$ cat src/core/fp_pkg_dummy_guard.sv
`default_nettype none
`default_nettype wire

$ cat src/core/fp_pkg.sv
`default_nettype none
package fp_pkg;
   // timing figures and clock rate
   localparam longint unsigned CLK_HZ      = 64'd200_000_000;
   localparam longint unsigned MS_PER_S    = 64'd1000;
   localparam longint unsigned CYC_PER_MS  = CLK_HZ / MS_PER_S;
   localparam longint unsigned NAME_MS     = 64'd1000;
   localparam longint unsigned RESULT_MS   = 64'd1000;
   localparam longint unsigned IDLE_S      = 64'd20;
   localparam longint unsigned DEBOUNCE_MS = 64'd10;
   localparam longint unsigned BLINK_MS    = 64'd250;
   localparam int unsigned     TMR_W       = 32;
   localparam int unsigned     DIGITS      = 5;
   localparam logic [3:0]      NUM_GROUPS  = 4'h8;
   localparam logic [2:0]      CUR_LEFT    = 3'h4;
   ////////////////////////////////////////////////////////////////////////
   typedef struct packed {
      logic mode;
      logic digit;
      logic ok;
      logic up;
      logic down;
   } key_t;
   typedef logic [DIGITS-1:0][6:0] seg_arr_t;
   typedef logic [4:0]             glyph_t;
   typedef enum logic [2:0] {
      RES_SAVED   = 3'h0,
      RES_RDONLY  = 3'h1,
      RES_PROT    = 3'h2,
      RES_RANGE   = 3'h3,
      RES_SERVO   = 3'h4,
      RES_POWERON = 3'h5,
      RES_ERROR   = 3'h6
   } store_res_t;
   typedef enum logic [2:0] {
      ST_NAME   = 3'h0,
      ST_STATUS = 3'h1,
      ST_ERROR  = 3'h2,
      ST_GROUP  = 3'h3,
      ST_EDIT   = 3'h4,
      ST_WAIT   = 3'h5,
      ST_RESULT = 3'h6
   } view_t;
   ////////////////////////////////////////////////////////////////////////
   // glyphs: 0..15 are hex digits, blank, dash and letters S T A L P R above, E reuses hex digit 14
   localparam glyph_t G_BLANK = 5'h10;
   localparam glyph_t G_DASH  = 5'h11;
   localparam glyph_t G_S     = 5'h12;
   localparam glyph_t G_T     = 5'h13;
   localparam glyph_t G_A     = 5'h14;
   localparam glyph_t G_L     = 5'h15;
   localparam glyph_t G_P     = 5'h16;
   localparam glyph_t G_R     = 5'h17;
   localparam glyph_t G_E     = 5'h0e;
   // segment order gfedcba, lit high
   function automatic logic [6:0] seg_of(input glyph_t g);
      case (g)
         5'h00: seg_of = 7'h3f;
         5'h01: seg_of = 7'h06;
         5'h02: seg_of = 7'h5b;
         5'h03: seg_of = 7'h4f;
         5'h04: seg_of = 7'h66;
         5'h05: seg_of = 7'h6d;
         5'h06: seg_of = 7'h7d;
         5'h07: seg_of = 7'h07;
         5'h08: seg_of = 7'h7f;
         5'h09: seg_of = 7'h6f;
         5'h0a: seg_of = 7'h77;
         5'h0b: seg_of = 7'h7c;
         5'h0c: seg_of = 7'h39;
         5'h0d: seg_of = 7'h5e;
         5'h0e: seg_of = 7'h79;
         5'h0f: seg_of = 7'h71;
         G_DASH: seg_of = 7'h40;
         G_S:    seg_of = 7'h6d;
         G_T:    seg_of = 7'h78;
         G_A:    seg_of = 7'h77;
         G_L:    seg_of = 7'h38;
         G_P:    seg_of = 7'h73;
         G_R:    seg_of = 7'h50;
         default: seg_of = 7'h00;
      endcase
   endfunction
endpackage
`default_nettype wire

$ cat src/core/front_panel_key_display_control.sv
`timescale 1ns/1ps
`default_nettype none
module front_panel_key_display_control #(
   parameter int unsigned DEBOUNCE_CYC = 32'(fp_pkg::DEBOUNCE_MS * fp_pkg::CYC_PER_MS),
   parameter int unsigned NAME_CYC     = 32'(fp_pkg::NAME_MS * fp_pkg::CYC_PER_MS),
   parameter int unsigned RESULT_CYC   = 32'(fp_pkg::RESULT_MS * fp_pkg::CYC_PER_MS),
   parameter int unsigned IDLE_CYC     = 32'(fp_pkg::IDLE_S * fp_pkg::CLK_HZ),
   parameter int unsigned BLINK_CYC    = 32'(fp_pkg::BLINK_MS * fp_pkg::CYC_PER_MS)
) (
   input  wire  logic                 core_clk,
   input  wire  logic                 rstn,
   input  wire  logic                 ce,
   input  wire  fp_pkg::key_t         keys,
   input  wire  logic [3:0]           power_up_view_selector,
   input  wire  logic [19:0]          status_value,
   input  wire  logic                 error_active,
   input  wire  logic [11:0]          error_code,
   input  wire  logic [19:0]          param_rd_data,
   input  wire  logic                 store_ack,
   input  wire  fp_pkg::store_res_t   store_result,
   output var   fp_pkg::seg_arr_t     disp_seg,
   output logic [3:0]                 status_sel,
   output logic [3:0]                 param_group,
   output logic [7:0]                 param_index,
   output logic                       param_wr_req,
   output logic [19:0]                param_wr_data,
   output logic                       restart_pending
);
   localparam int unsigned NK = 5;

   fp_pkg::view_t        state_ff;
   fp_pkg::view_t        nxt_state;
   fp_pkg::seg_arr_t     disp_seg_ff;
   fp_pkg::store_res_t   result_ff;
   fp_pkg::key_t         press;
   fp_pkg::glyph_t       glyph [fp_pkg::DIGITS];
   logic [NK-1:0]        raw;
   logic [NK-1:0]        stable_ff;
   logic [NK-1:0]        press_ff;
   logic [3:0]           status_sel_ff;
   logic [3:0]           group_ff;
   logic [7:0]           index_ff;
   logic [19:0]          edit_val_ff;
   logic [2:0]           cursor_ff;
   logic [fp_pkg::TMR_W-1:0] timer_ff;
   logic [fp_pkg::TMR_W-1:0] idle_ff;
   logic [fp_pkg::TMR_W-1:0] blink_cnt_ff;
   logic                 blink_ff;
   logic                 wr_req_ff;
   logic                 restart_ff;
   logic                 sel_loaded_ff;
   logic                 err_d_ff;
   logic                 err_rise;
   logic                 idle_hit;
   logic                 any_press;

   assign raw       = keys;
   assign press     = fp_pkg::key_t'(press_ff);
   assign any_press = |press_ff;
   assign err_rise  = error_active & ~err_d_ff;
   assign idle_hit  = error_active && (idle_ff == IDLE_CYC - 1) && (state_ff != fp_pkg::ST_ERROR);

   function automatic logic [19:0] bump(input logic [19:0] v, input logic [2:0] c, input logic up);
      logic [19:0] r;
      logic [3:0]  n;
      r = v;
      n = v[c*4 +: 4];
      r[c*4 +: 4] = up ? 4'(n + 4'h1) : 4'(n - 4'h1);
      return r;
   endfunction

   ////////////////////////////////////////////////////////////////////////
   // key debounce; a press must hold steady for the whole window,
   // so chatter shorter than that never reaches the menu logic
   for (genvar k = 0; k < NK; k++) begin : g_key
      logic [fp_pkg::TMR_W-1:0] db_cnt_ff;
      always_ff @(posedge core_clk or negedge rstn) begin
         if (!rstn) begin
            db_cnt_ff    <= '0;
            stable_ff[k] <= 1'b0;
            press_ff[k]  <= 1'b0;
         end else if (ce) begin
            press_ff[k] <= 1'b0;
            if (raw[k] == stable_ff[k]) begin
               db_cnt_ff <= '0;
            end else if (db_cnt_ff == DEBOUNCE_CYC - 1) begin
               db_cnt_ff    <= '0;
               stable_ff[k] <= raw[k];
               press_ff[k]  <= raw[k];
            end else begin
               db_cnt_ff <= db_cnt_ff + 1'b1;
            end
         end
      end
   end

   ////////////////////////////////////////////////////////////////////////
   // view sequencing
   always_comb begin
      nxt_state = state_ff;
      case (state_ff)
         fp_pkg::ST_NAME:   if (timer_ff == NAME_CYC - 1) nxt_state = fp_pkg::ST_STATUS;
         fp_pkg::ST_STATUS: if (press.mode) nxt_state = fp_pkg::ST_ERROR;
         fp_pkg::ST_ERROR:  if (press.mode) nxt_state = fp_pkg::ST_GROUP;
         fp_pkg::ST_GROUP: begin
            if (press.mode) nxt_state = fp_pkg::ST_STATUS;
            else if (press.ok) nxt_state = fp_pkg::ST_EDIT;
         end
         fp_pkg::ST_EDIT: begin
            if (press.mode) nxt_state = fp_pkg::ST_STATUS;
            else if (press.ok) nxt_state = fp_pkg::ST_WAIT;
         end
         fp_pkg::ST_WAIT:   if (store_ack) nxt_state = fp_pkg::ST_RESULT;
         fp_pkg::ST_RESULT: if (timer_ff == RESULT_CYC - 1) nxt_state = fp_pkg::ST_GROUP;
         default:           nxt_state = fp_pkg::ST_STATUS;
      endcase
      if (err_rise) nxt_state = fp_pkg::ST_ERROR;
      if (idle_hit) nxt_state = fp_pkg::ST_ERROR;
   end

   always_ff @(posedge core_clk or negedge rstn) begin
      if (!rstn) begin
         state_ff <= fp_pkg::ST_NAME;
         timer_ff <= '0;
         err_d_ff <= 1'b0;
      end else if (ce) begin
         state_ff <= nxt_state;
         timer_ff <= (nxt_state != state_ff) ? '0 : timer_ff + 1'b1;
         err_d_ff <= error_active;
      end
   end

   always_ff @(posedge core_clk or negedge rstn) begin
      if (!rstn) begin
         idle_ff <= '0;
      end else if (ce) begin
         if (any_press || !error_active || state_ff == fp_pkg::ST_ERROR || idle_hit) idle_ff <= '0;
         else idle_ff <= idle_ff + 1'b1;
      end
   end

   ////////////////////////////////////////////////////////////////////////
   // selector is taken once, on the first enabled edge after release
   always_ff @(posedge core_clk or negedge rstn) begin
      if (!rstn) begin
         status_sel_ff <= '0;
         sel_loaded_ff <= 1'b0;
      end else if (ce) begin
         sel_loaded_ff <= 1'b1;
         if (!sel_loaded_ff) status_sel_ff <= power_up_view_selector;
         else if (state_ff == fp_pkg::ST_STATUS && press.up) status_sel_ff <= status_sel_ff + 4'h1;
         else if (state_ff == fp_pkg::ST_STATUS && press.down) status_sel_ff <= status_sel_ff - 4'h1;
      end
   end

   always_ff @(posedge core_clk or negedge rstn) begin
      if (!rstn) begin
         group_ff <= '0;
         index_ff <= '0;
      end else if (ce && state_ff == fp_pkg::ST_GROUP) begin
         if (press.digit) begin
            group_ff <= (group_ff == fp_pkg::NUM_GROUPS - 4'h1) ? 4'h0 : group_ff + 4'h1;
            index_ff <= '0;
         end else if (press.up) begin
            index_ff <= index_ff + 8'h01;
         end else if (press.down) begin
            index_ff <= index_ff - 8'h01;
         end
      end
   end

   always_ff @(posedge core_clk or negedge rstn) begin
      if (!rstn) begin
         edit_val_ff <= '0;
         cursor_ff   <= '0;
      end else if (ce) begin
         if (state_ff == fp_pkg::ST_GROUP && press.ok && !press.mode) begin
            edit_val_ff <= param_rd_data;
            cursor_ff   <= '0;
         end else if (state_ff == fp_pkg::ST_EDIT) begin
            if (press.digit) cursor_ff <= (cursor_ff == fp_pkg::CUR_LEFT) ? 3'h0 : cursor_ff + 3'h1;
            else if (press.up) edit_val_ff <= bump(edit_val_ff, cursor_ff, 1'b1);
            else if (press.down) edit_val_ff <= bump(edit_val_ff, cursor_ff, 1'b0);
         end
      end
   end

   always_ff @(posedge core_clk or negedge rstn) begin
      if (!rstn) begin
         wr_req_ff  <= 1'b0;
         result_ff  <= fp_pkg::RES_SAVED;
         restart_ff <= 1'b0;
      end else if (ce) begin
         wr_req_ff <= state_ff == fp_pkg::ST_EDIT && press.ok && !press.mode && !err_rise && !idle_hit;
         if (state_ff == fp_pkg::ST_WAIT && store_ack) result_ff <= store_result;
         if (state_ff == fp_pkg::ST_WAIT && store_ack && store_result == fp_pkg::RES_POWERON) restart_ff <= 1'b1;
      end
   end

   always_ff @(posedge core_clk or negedge rstn) begin
      if (!rstn) begin
         blink_cnt_ff <= '0;
         blink_ff     <= 1'b0;
      end else if (ce) begin
         if (blink_cnt_ff == BLINK_CYC - 1) begin
            blink_cnt_ff <= '0;
            blink_ff     <= ~blink_ff;
         end else begin
            blink_cnt_ff <= blink_cnt_ff + 1'b1;
         end
      end
   end

   ////////////////////////////////////////////////////////////////////////
   // display composition, digit 4 is leftmost
   always_comb begin
      for (int i = 0; i < fp_pkg::DIGITS; i++) glyph[i] = fp_pkg::G_DASH;
      case (state_ff)
         fp_pkg::ST_NAME: begin
            glyph[4] = fp_pkg::G_S;
            glyph[3] = fp_pkg::G_T;
            glyph[2] = fp_pkg::G_BLANK;
            glyph[1] = fp_pkg::G_BLANK;
            glyph[0] = {1'b0, status_sel_ff};
         end
         fp_pkg::ST_STATUS:
            for (int i = 0; i < fp_pkg::DIGITS; i++) glyph[i] = {1'b0, status_value[i*4 +: 4]};
         fp_pkg::ST_ERROR: if (error_active) begin
            glyph[4] = fp_pkg::G_A;
            glyph[3] = fp_pkg::G_L;
            for (int i = 0; i < 3; i++) glyph[i] = {1'b0, error_code[i*4 +: 4]};
         end
         fp_pkg::ST_GROUP: begin
            glyph[4] = fp_pkg::G_P;
            glyph[3] = {1'b0, group_ff};
            glyph[1] = {1'b0, index_ff[7:4]};
            glyph[0] = {1'b0, index_ff[3:0]};
         end
         fp_pkg::ST_EDIT, fp_pkg::ST_WAIT:
            for (int i = 0; i < fp_pkg::DIGITS; i++) begin
               if (state_ff == fp_pkg::ST_EDIT && blink_ff && cursor_ff == 3'(i)) glyph[i] = fp_pkg::G_BLANK;
               else glyph[i] = {1'b0, edit_val_ff[i*4 +: 4]};
            end
         fp_pkg::ST_RESULT: begin
            glyph[4] = fp_pkg::G_R;
            glyph[3] = fp_pkg::G_E;
            glyph[2] = fp_pkg::G_S;
            glyph[0] = {2'b00, result_ff};
         end
         default: ;
      endcase
   end

   always_ff @(posedge core_clk or negedge rstn) begin
      if (!rstn) disp_seg_ff <= '0;
      else if (ce) for (int i = 0; i < fp_pkg::DIGITS; i++) disp_seg_ff[i] <= fp_pkg::seg_of(glyph[i]);
   end

   assign disp_seg        = disp_seg_ff;
   assign status_sel      = status_sel_ff;
   assign param_group     = group_ff;
   assign param_index     = index_ff;
   assign param_wr_req    = wr_req_ff;
   assign param_wr_data   = edit_val_ff;
   assign restart_pending = restart_ff;
endmodule // front_panel_key_display_control
`default_nettype wire

$ cat config.mk
export PLATFORM = sky130hd
export DESIGN_NAME = front_panel_key_display_control
export DESIGN_NICKNAME = d
export VERILOG_FILES = /design/src/core/fp_pkg_dummy_guard.sv /design/src/core/fp_pkg.sv /design/src/core/front_panel_key_display_control.sv
export SDC_FILE = /design/constraint.sdc
export NUM_CORES = 1
export LEC_CHECK = 0
export BUFFER_PORTS_ARGS = -buffer_cell sky130_fd_sc_hd__buf_2
export CORE_ASPECT_RATIO = 1.4
export CORE_UTILIZATION = 55
export CTS_BUF_LIST = sky130_fd_sc_hd__clkbuf_8
export CTS_CLUSTER_SIZE = 20
export DETAILED_ROUTE_END_ITERATION = 8
export PLACE_DENSITY_LB_ADDON = 0.12
export SYNTH_ARGS = -nofsm -noshare
export SYNTH_HDL_FRONTEND = slang
export SYNTH_SLANG_ARGS = --single-unit
$ cat constraint.sdc
create_clock -name core_clk -period 3 [get_ports core_clk]
set_clock_uncertainty 0.05 [all_clocks]
set_input_delay 0.45 -clock core_clk [delete_from_list [all_inputs] [get_ports core_clk]]
set_output_delay 0.45 -clock core_clk [all_outputs]
set_load 0.005 [all_outputs]
==> flow_metrics.py <==
metrics = {
    "logic_synthesis": {
        "synthTopCellsByArea": "dfrtp_1 42%, nand2_1 6.2%, o21ai_0 5.9%",
        "syn_area_sq_um": 20800,
        "synth_nets": 2532,
        "synth_cell_types": 79,
        "yosys.area.top_type": "dfrtp_1",
        "seq_area_frac_synth_pct": 42.2,
        "syn_inst": 2400,
        "yosys_warnings": 0,
        "synth_top_area_share_pct": 42.2,
        "syn_avg_cell_area_sq_um": 8.67,
        "async_reset_ff_share_pct": 100,
        "synth-edff-count": 0,
        "synth-seq-cells": 351,
        "ys.flop_type": "dfrtp_1",
    },
    "power": {
        "vdd_ir_drop_max_mv": 0.338,
        "p_leak_uw": 0.0107,
        "p_per_area_nw_per_um2": 451,
    },
    "die": {
        "core_sq_um": 37000,
        "die_area_sq_um": 38600,
        "die_h_microns": 232,
        "start_util_pct": 56.3,
        "num_rows": 83,
        "io_pins": 142,
        "die_w_microns": 166,
    },
    "flow_run": {
        "max_cap_violations": 0,
    },
    "worst_hold_path": {
        "min_path_type": "in2reg",
        "hold_depth": 2,
        "min-delay-start": "store_result[2]",
        "holdPathEnd": "result_ff[2]$_DFFE_PN0P_",
    },
    "worst_setup_path": {
        "cpPeakStageDelay_ps": 470,
        "r2r_cells": 11,
        "setup.worst_path.end_class": "flop",
        "r2r_slack_ps": 140,
        "cp.arrival_ps": 3360,
        "reg2reg_to": "disp_seg[31]$_DFFE_PN0P_",
        "criticalPathCategory": "reg2reg",
        "crit_required_ps": 3500,
        "r2r_start": "cursor_ff[0]$_DFFE_PN0P_",
        "cpMaxStageDelayCell": "mux4_2",
        "crit_fanout": 7,
        "cp_cell_sequence": "inv_1, ha_1, ha_1, a21oi_1, a221o_1, inv_1, ha_1, mux4_2, nor2_1, a21oi_1, a21oi_1",
        "startpoint_type": "flop",
    },
    "timing": {
        "relSlewSlack_pct": 25.6,
        "final_max_slew_viol_count": 0,
        "finalSetupViolCount": 0,
        "worst_pin_slew_ps": 1110,
        "hold_violations": 0,
        "grt_setup_unrepaired": "false",
        "holdWs_ps": 38.4,
        "setup-tns-final_ps": 0,
        "finalCriticalPeriod_ps": 2860,
        "max_freq_ghz": 0.350,
        "post-route-period-util_pct": 95.2,
    },
    "cts": {
        "clock_path_buffers": 3,
        "post_cts_buffers": 0,
        "clock_latency_ps": 630,
        "root_buffer": "clkbuf_8",
        "htree_levels": 2,
        "cts_buffers": 59,
        "clock-sinks": 351,
        "cts_tree": "done",
        "clkTransAtPathRegs_ps": 60,
    },
    "final_layout": {
        "fill_cells": 3184,
        "syn_to_final_growth_pct": 14.1,
        "nets": 2714,
        "regArea_sq_um": 8790,
        "layout-drive-gt1-share_pct": 14.8,
        "multiInputGateArea_sq_um": 11400,
    },
    "placed_design": {
        "gp_congestion": 1.00,
        "io_buffers": 141,
        "dp_hpwl_microns": 41000,
    },
    "grt": {
        "grt_pass1_wl_microns": 94100,
        "use_met3_pct": 5.54,
        "grt_remaining_overflow": 0,
        "track_usage_pct": 29.9,
        "grt_max_degree": 79,
        "grt_pass1_vias": 18700,
        "grt_use_met1_pct": 34.7,
        "antenna_found_initial": 2,
        "globalRouteMet2Util_pct": 52.7,
        "top_usage_layer": "met2",
    },
    "route": {
        "ant_nets": 0,
        "drt_iter0_markers": 1234,
        "drc": 1,
        "avgRoutedWirePerCell_microns": 18.5,
        "drt-total-wl_microns": 57200,
        "drt_pre_antenna_iters": 8,
        "vias_per_cell": 6.22,
        "vias": 19200,
    },
    "status": {
        "outcome": "complete, but fails checks",
        "violations": "design-rule violations",
    },
}
worst max-delay path: cells and delay by family (launching register included):
| kind | cells | cell delay, ps |
|---|---|---|
| flops | 1 | 370 |
| compound gates | 4 | 840 |
| buf+inv | 2 | 220 |
| fa+ha+maj | 3 | 730 |
| simple gates | 1 | 100 |
| mux | 1 | 470 |
report_power, final:
group          internal [uW]  switching, uW  leakage [uW]
registers               4920            187       0.00475
logic                    458            673       0.00523
clock network           2480           1980      0.000694
registers in the layout, summed over array words and instances, names as in the netlist, 3 cells and up:
signal	cells
result_ff	3
stable_ff	5
disp_seg	35
param_wr_data	20
cursor_ff	3
press	5
g_key.db_cnt_ff	160
param_index	8
param_group	4
timer_ff	32
state_ff	3
idle_ff	32
blink_cnt_ff	32
status_sel	4
worst max-delay path by stage:
stage,from,endpoint,slack (ps),cells past startpoint
finish,cursor_ff[0]$_DFFE_PN0P_,disp_seg[31]$_DFFE_PN0P_,140,11
global route,cursor_ff[0]$_DFFE_PN0P_,disp_seg[24]$_DFFE_PN0P_,20,13
CTS,cursor_ff[1]$_DFFE_PN0P_,disp_seg[31]$_DFFE_PN0P_,120,11
detailed placement,cursor_ff[1]$_DFFE_PN0P_,disp_seg[31]$_DFFE_PN0P_,140,11
global placement,state_ff[0]$_DFFE_PN0P_,disp_seg[24]$_DFFE_PN0P_,190,12
floorplan,state_ff[2]$_DFFE_PN0P_,disp_seg[31]$_DFFE_PN0P_,120,12
stage by stage:
stage | util (%) | instances | total power, uW | worst slack, ps | area [sq um]
after floorplan | - | 2400 | 5810 | 121 | 20800
after global placement | 60.7 | 2986 | 6270 | 185 | 22400
after detailed placement | 60.7 | 2986 | 6310 | 136 | 22400
after CTS | 64.1 | 3090 | 10800 | 124 | 23700
after global routing | 64.2 | 3091 | 11200 | 22.1 | 23700
final | 64.2 | 3091 | 10700 | 143 | 23700
Yosys cell counts (5+ instances only):
library cell / number
or3_1: 17
nand2_1: 346
nand3b_1: 7
nor3_1: 38
a21oi_1: 99
ha_1: 61
dfrtp_1: 351
a32o_1: 6
o211ai_1: 7
inv_1: 65
and3b_1: 5
o21ai_0: 245
mux2i_1: 33
and2_1: 25
and3_1: 73
o41ai_1: 22
nand3_1: 105
nand2b_1: 13
nor4b_1: 12
mux2_2: 23
a221oi_1: 12
a211oi_1: 6
nand4_1: 57
a22o_1: 23
or2_2: 18
o2bb2ai_1: 8
buf_1: 7
o21ai_1: 6
and4_1: 17
a31oi_1: 48
a32oi_1: 9
nor4_1: 36
a22oi_1: 15
o31ai_1: 42
buf_2: 8
nor3b_1: 5
o22ai_1: 11
xor2_1: 50
nor2_1: 198
a221o_1: 7
xnor2_1: 52
a21o_1: 24
nor2b_1: 24
clkbuf_1: 94
o21a_1: 6
cell usage in the layout, fill, tap and decap left out, drive strengths merged, types with 7 or more instances in the layout:
master     n
dfrtp    351
nand2    346
o21ai    251
buf      232
nor2     198
nand3    105
a21oi    101
inv       80
clkbuf    75
and3      73
ha        61
nand4     57
xnor2     53
xor2      50
a31oi     48
o31ai     42
nor3      38
nor4      37
mux2i     33
and2      27
a21o      24
nor2b     24
mux2      23
a22o      23
o41ai     22
or2       18
and4      17
or3       17
a22oi     15
nand2b    13
nor4b     12
a221oi    12
o22ai     11
a32oi      9
clkinv     8
o2bb2ai    8
nand3b     7
a221o      7
o211ai     7
routing by layer:
metal | share of wire [%] | up-vias
li1 | - | 9083
met1 | 40 | 9337
met2 | 49 | 630
met3 | 6.3 | 162
met4 | 4.9 | 2
met5 | 0.017 | -
layout make-up:
type,instances,share of cell area (%)
multi-input combinational,1871,48.0
tap,467,2.46
inverter,65,1.03
timing repair buffer,234,6.34
antenna,1,0.0105
clock inverter,27,0.812
clock buffer,75,4.35
sequential,351,37.0
logic make-up after synthesis:
family	share of synthesized area [%]
AOI/OAI and AO/OA	19.2
muxes	2.94
and+or+nand+nor	24.0
buffers and inverters	3.33
xor gates and xnor gates	4.43
DFF	42.2
adders and majority gates	3.86
repair_timing:
item | in CTS | in global routing
hold endpoints to repair | 72 | 0
resized for setup | 0 | 15
setup endpoints to repair | 0 | 50
hold buffers | 2 | 0
(Power assumes the default switching activity.)
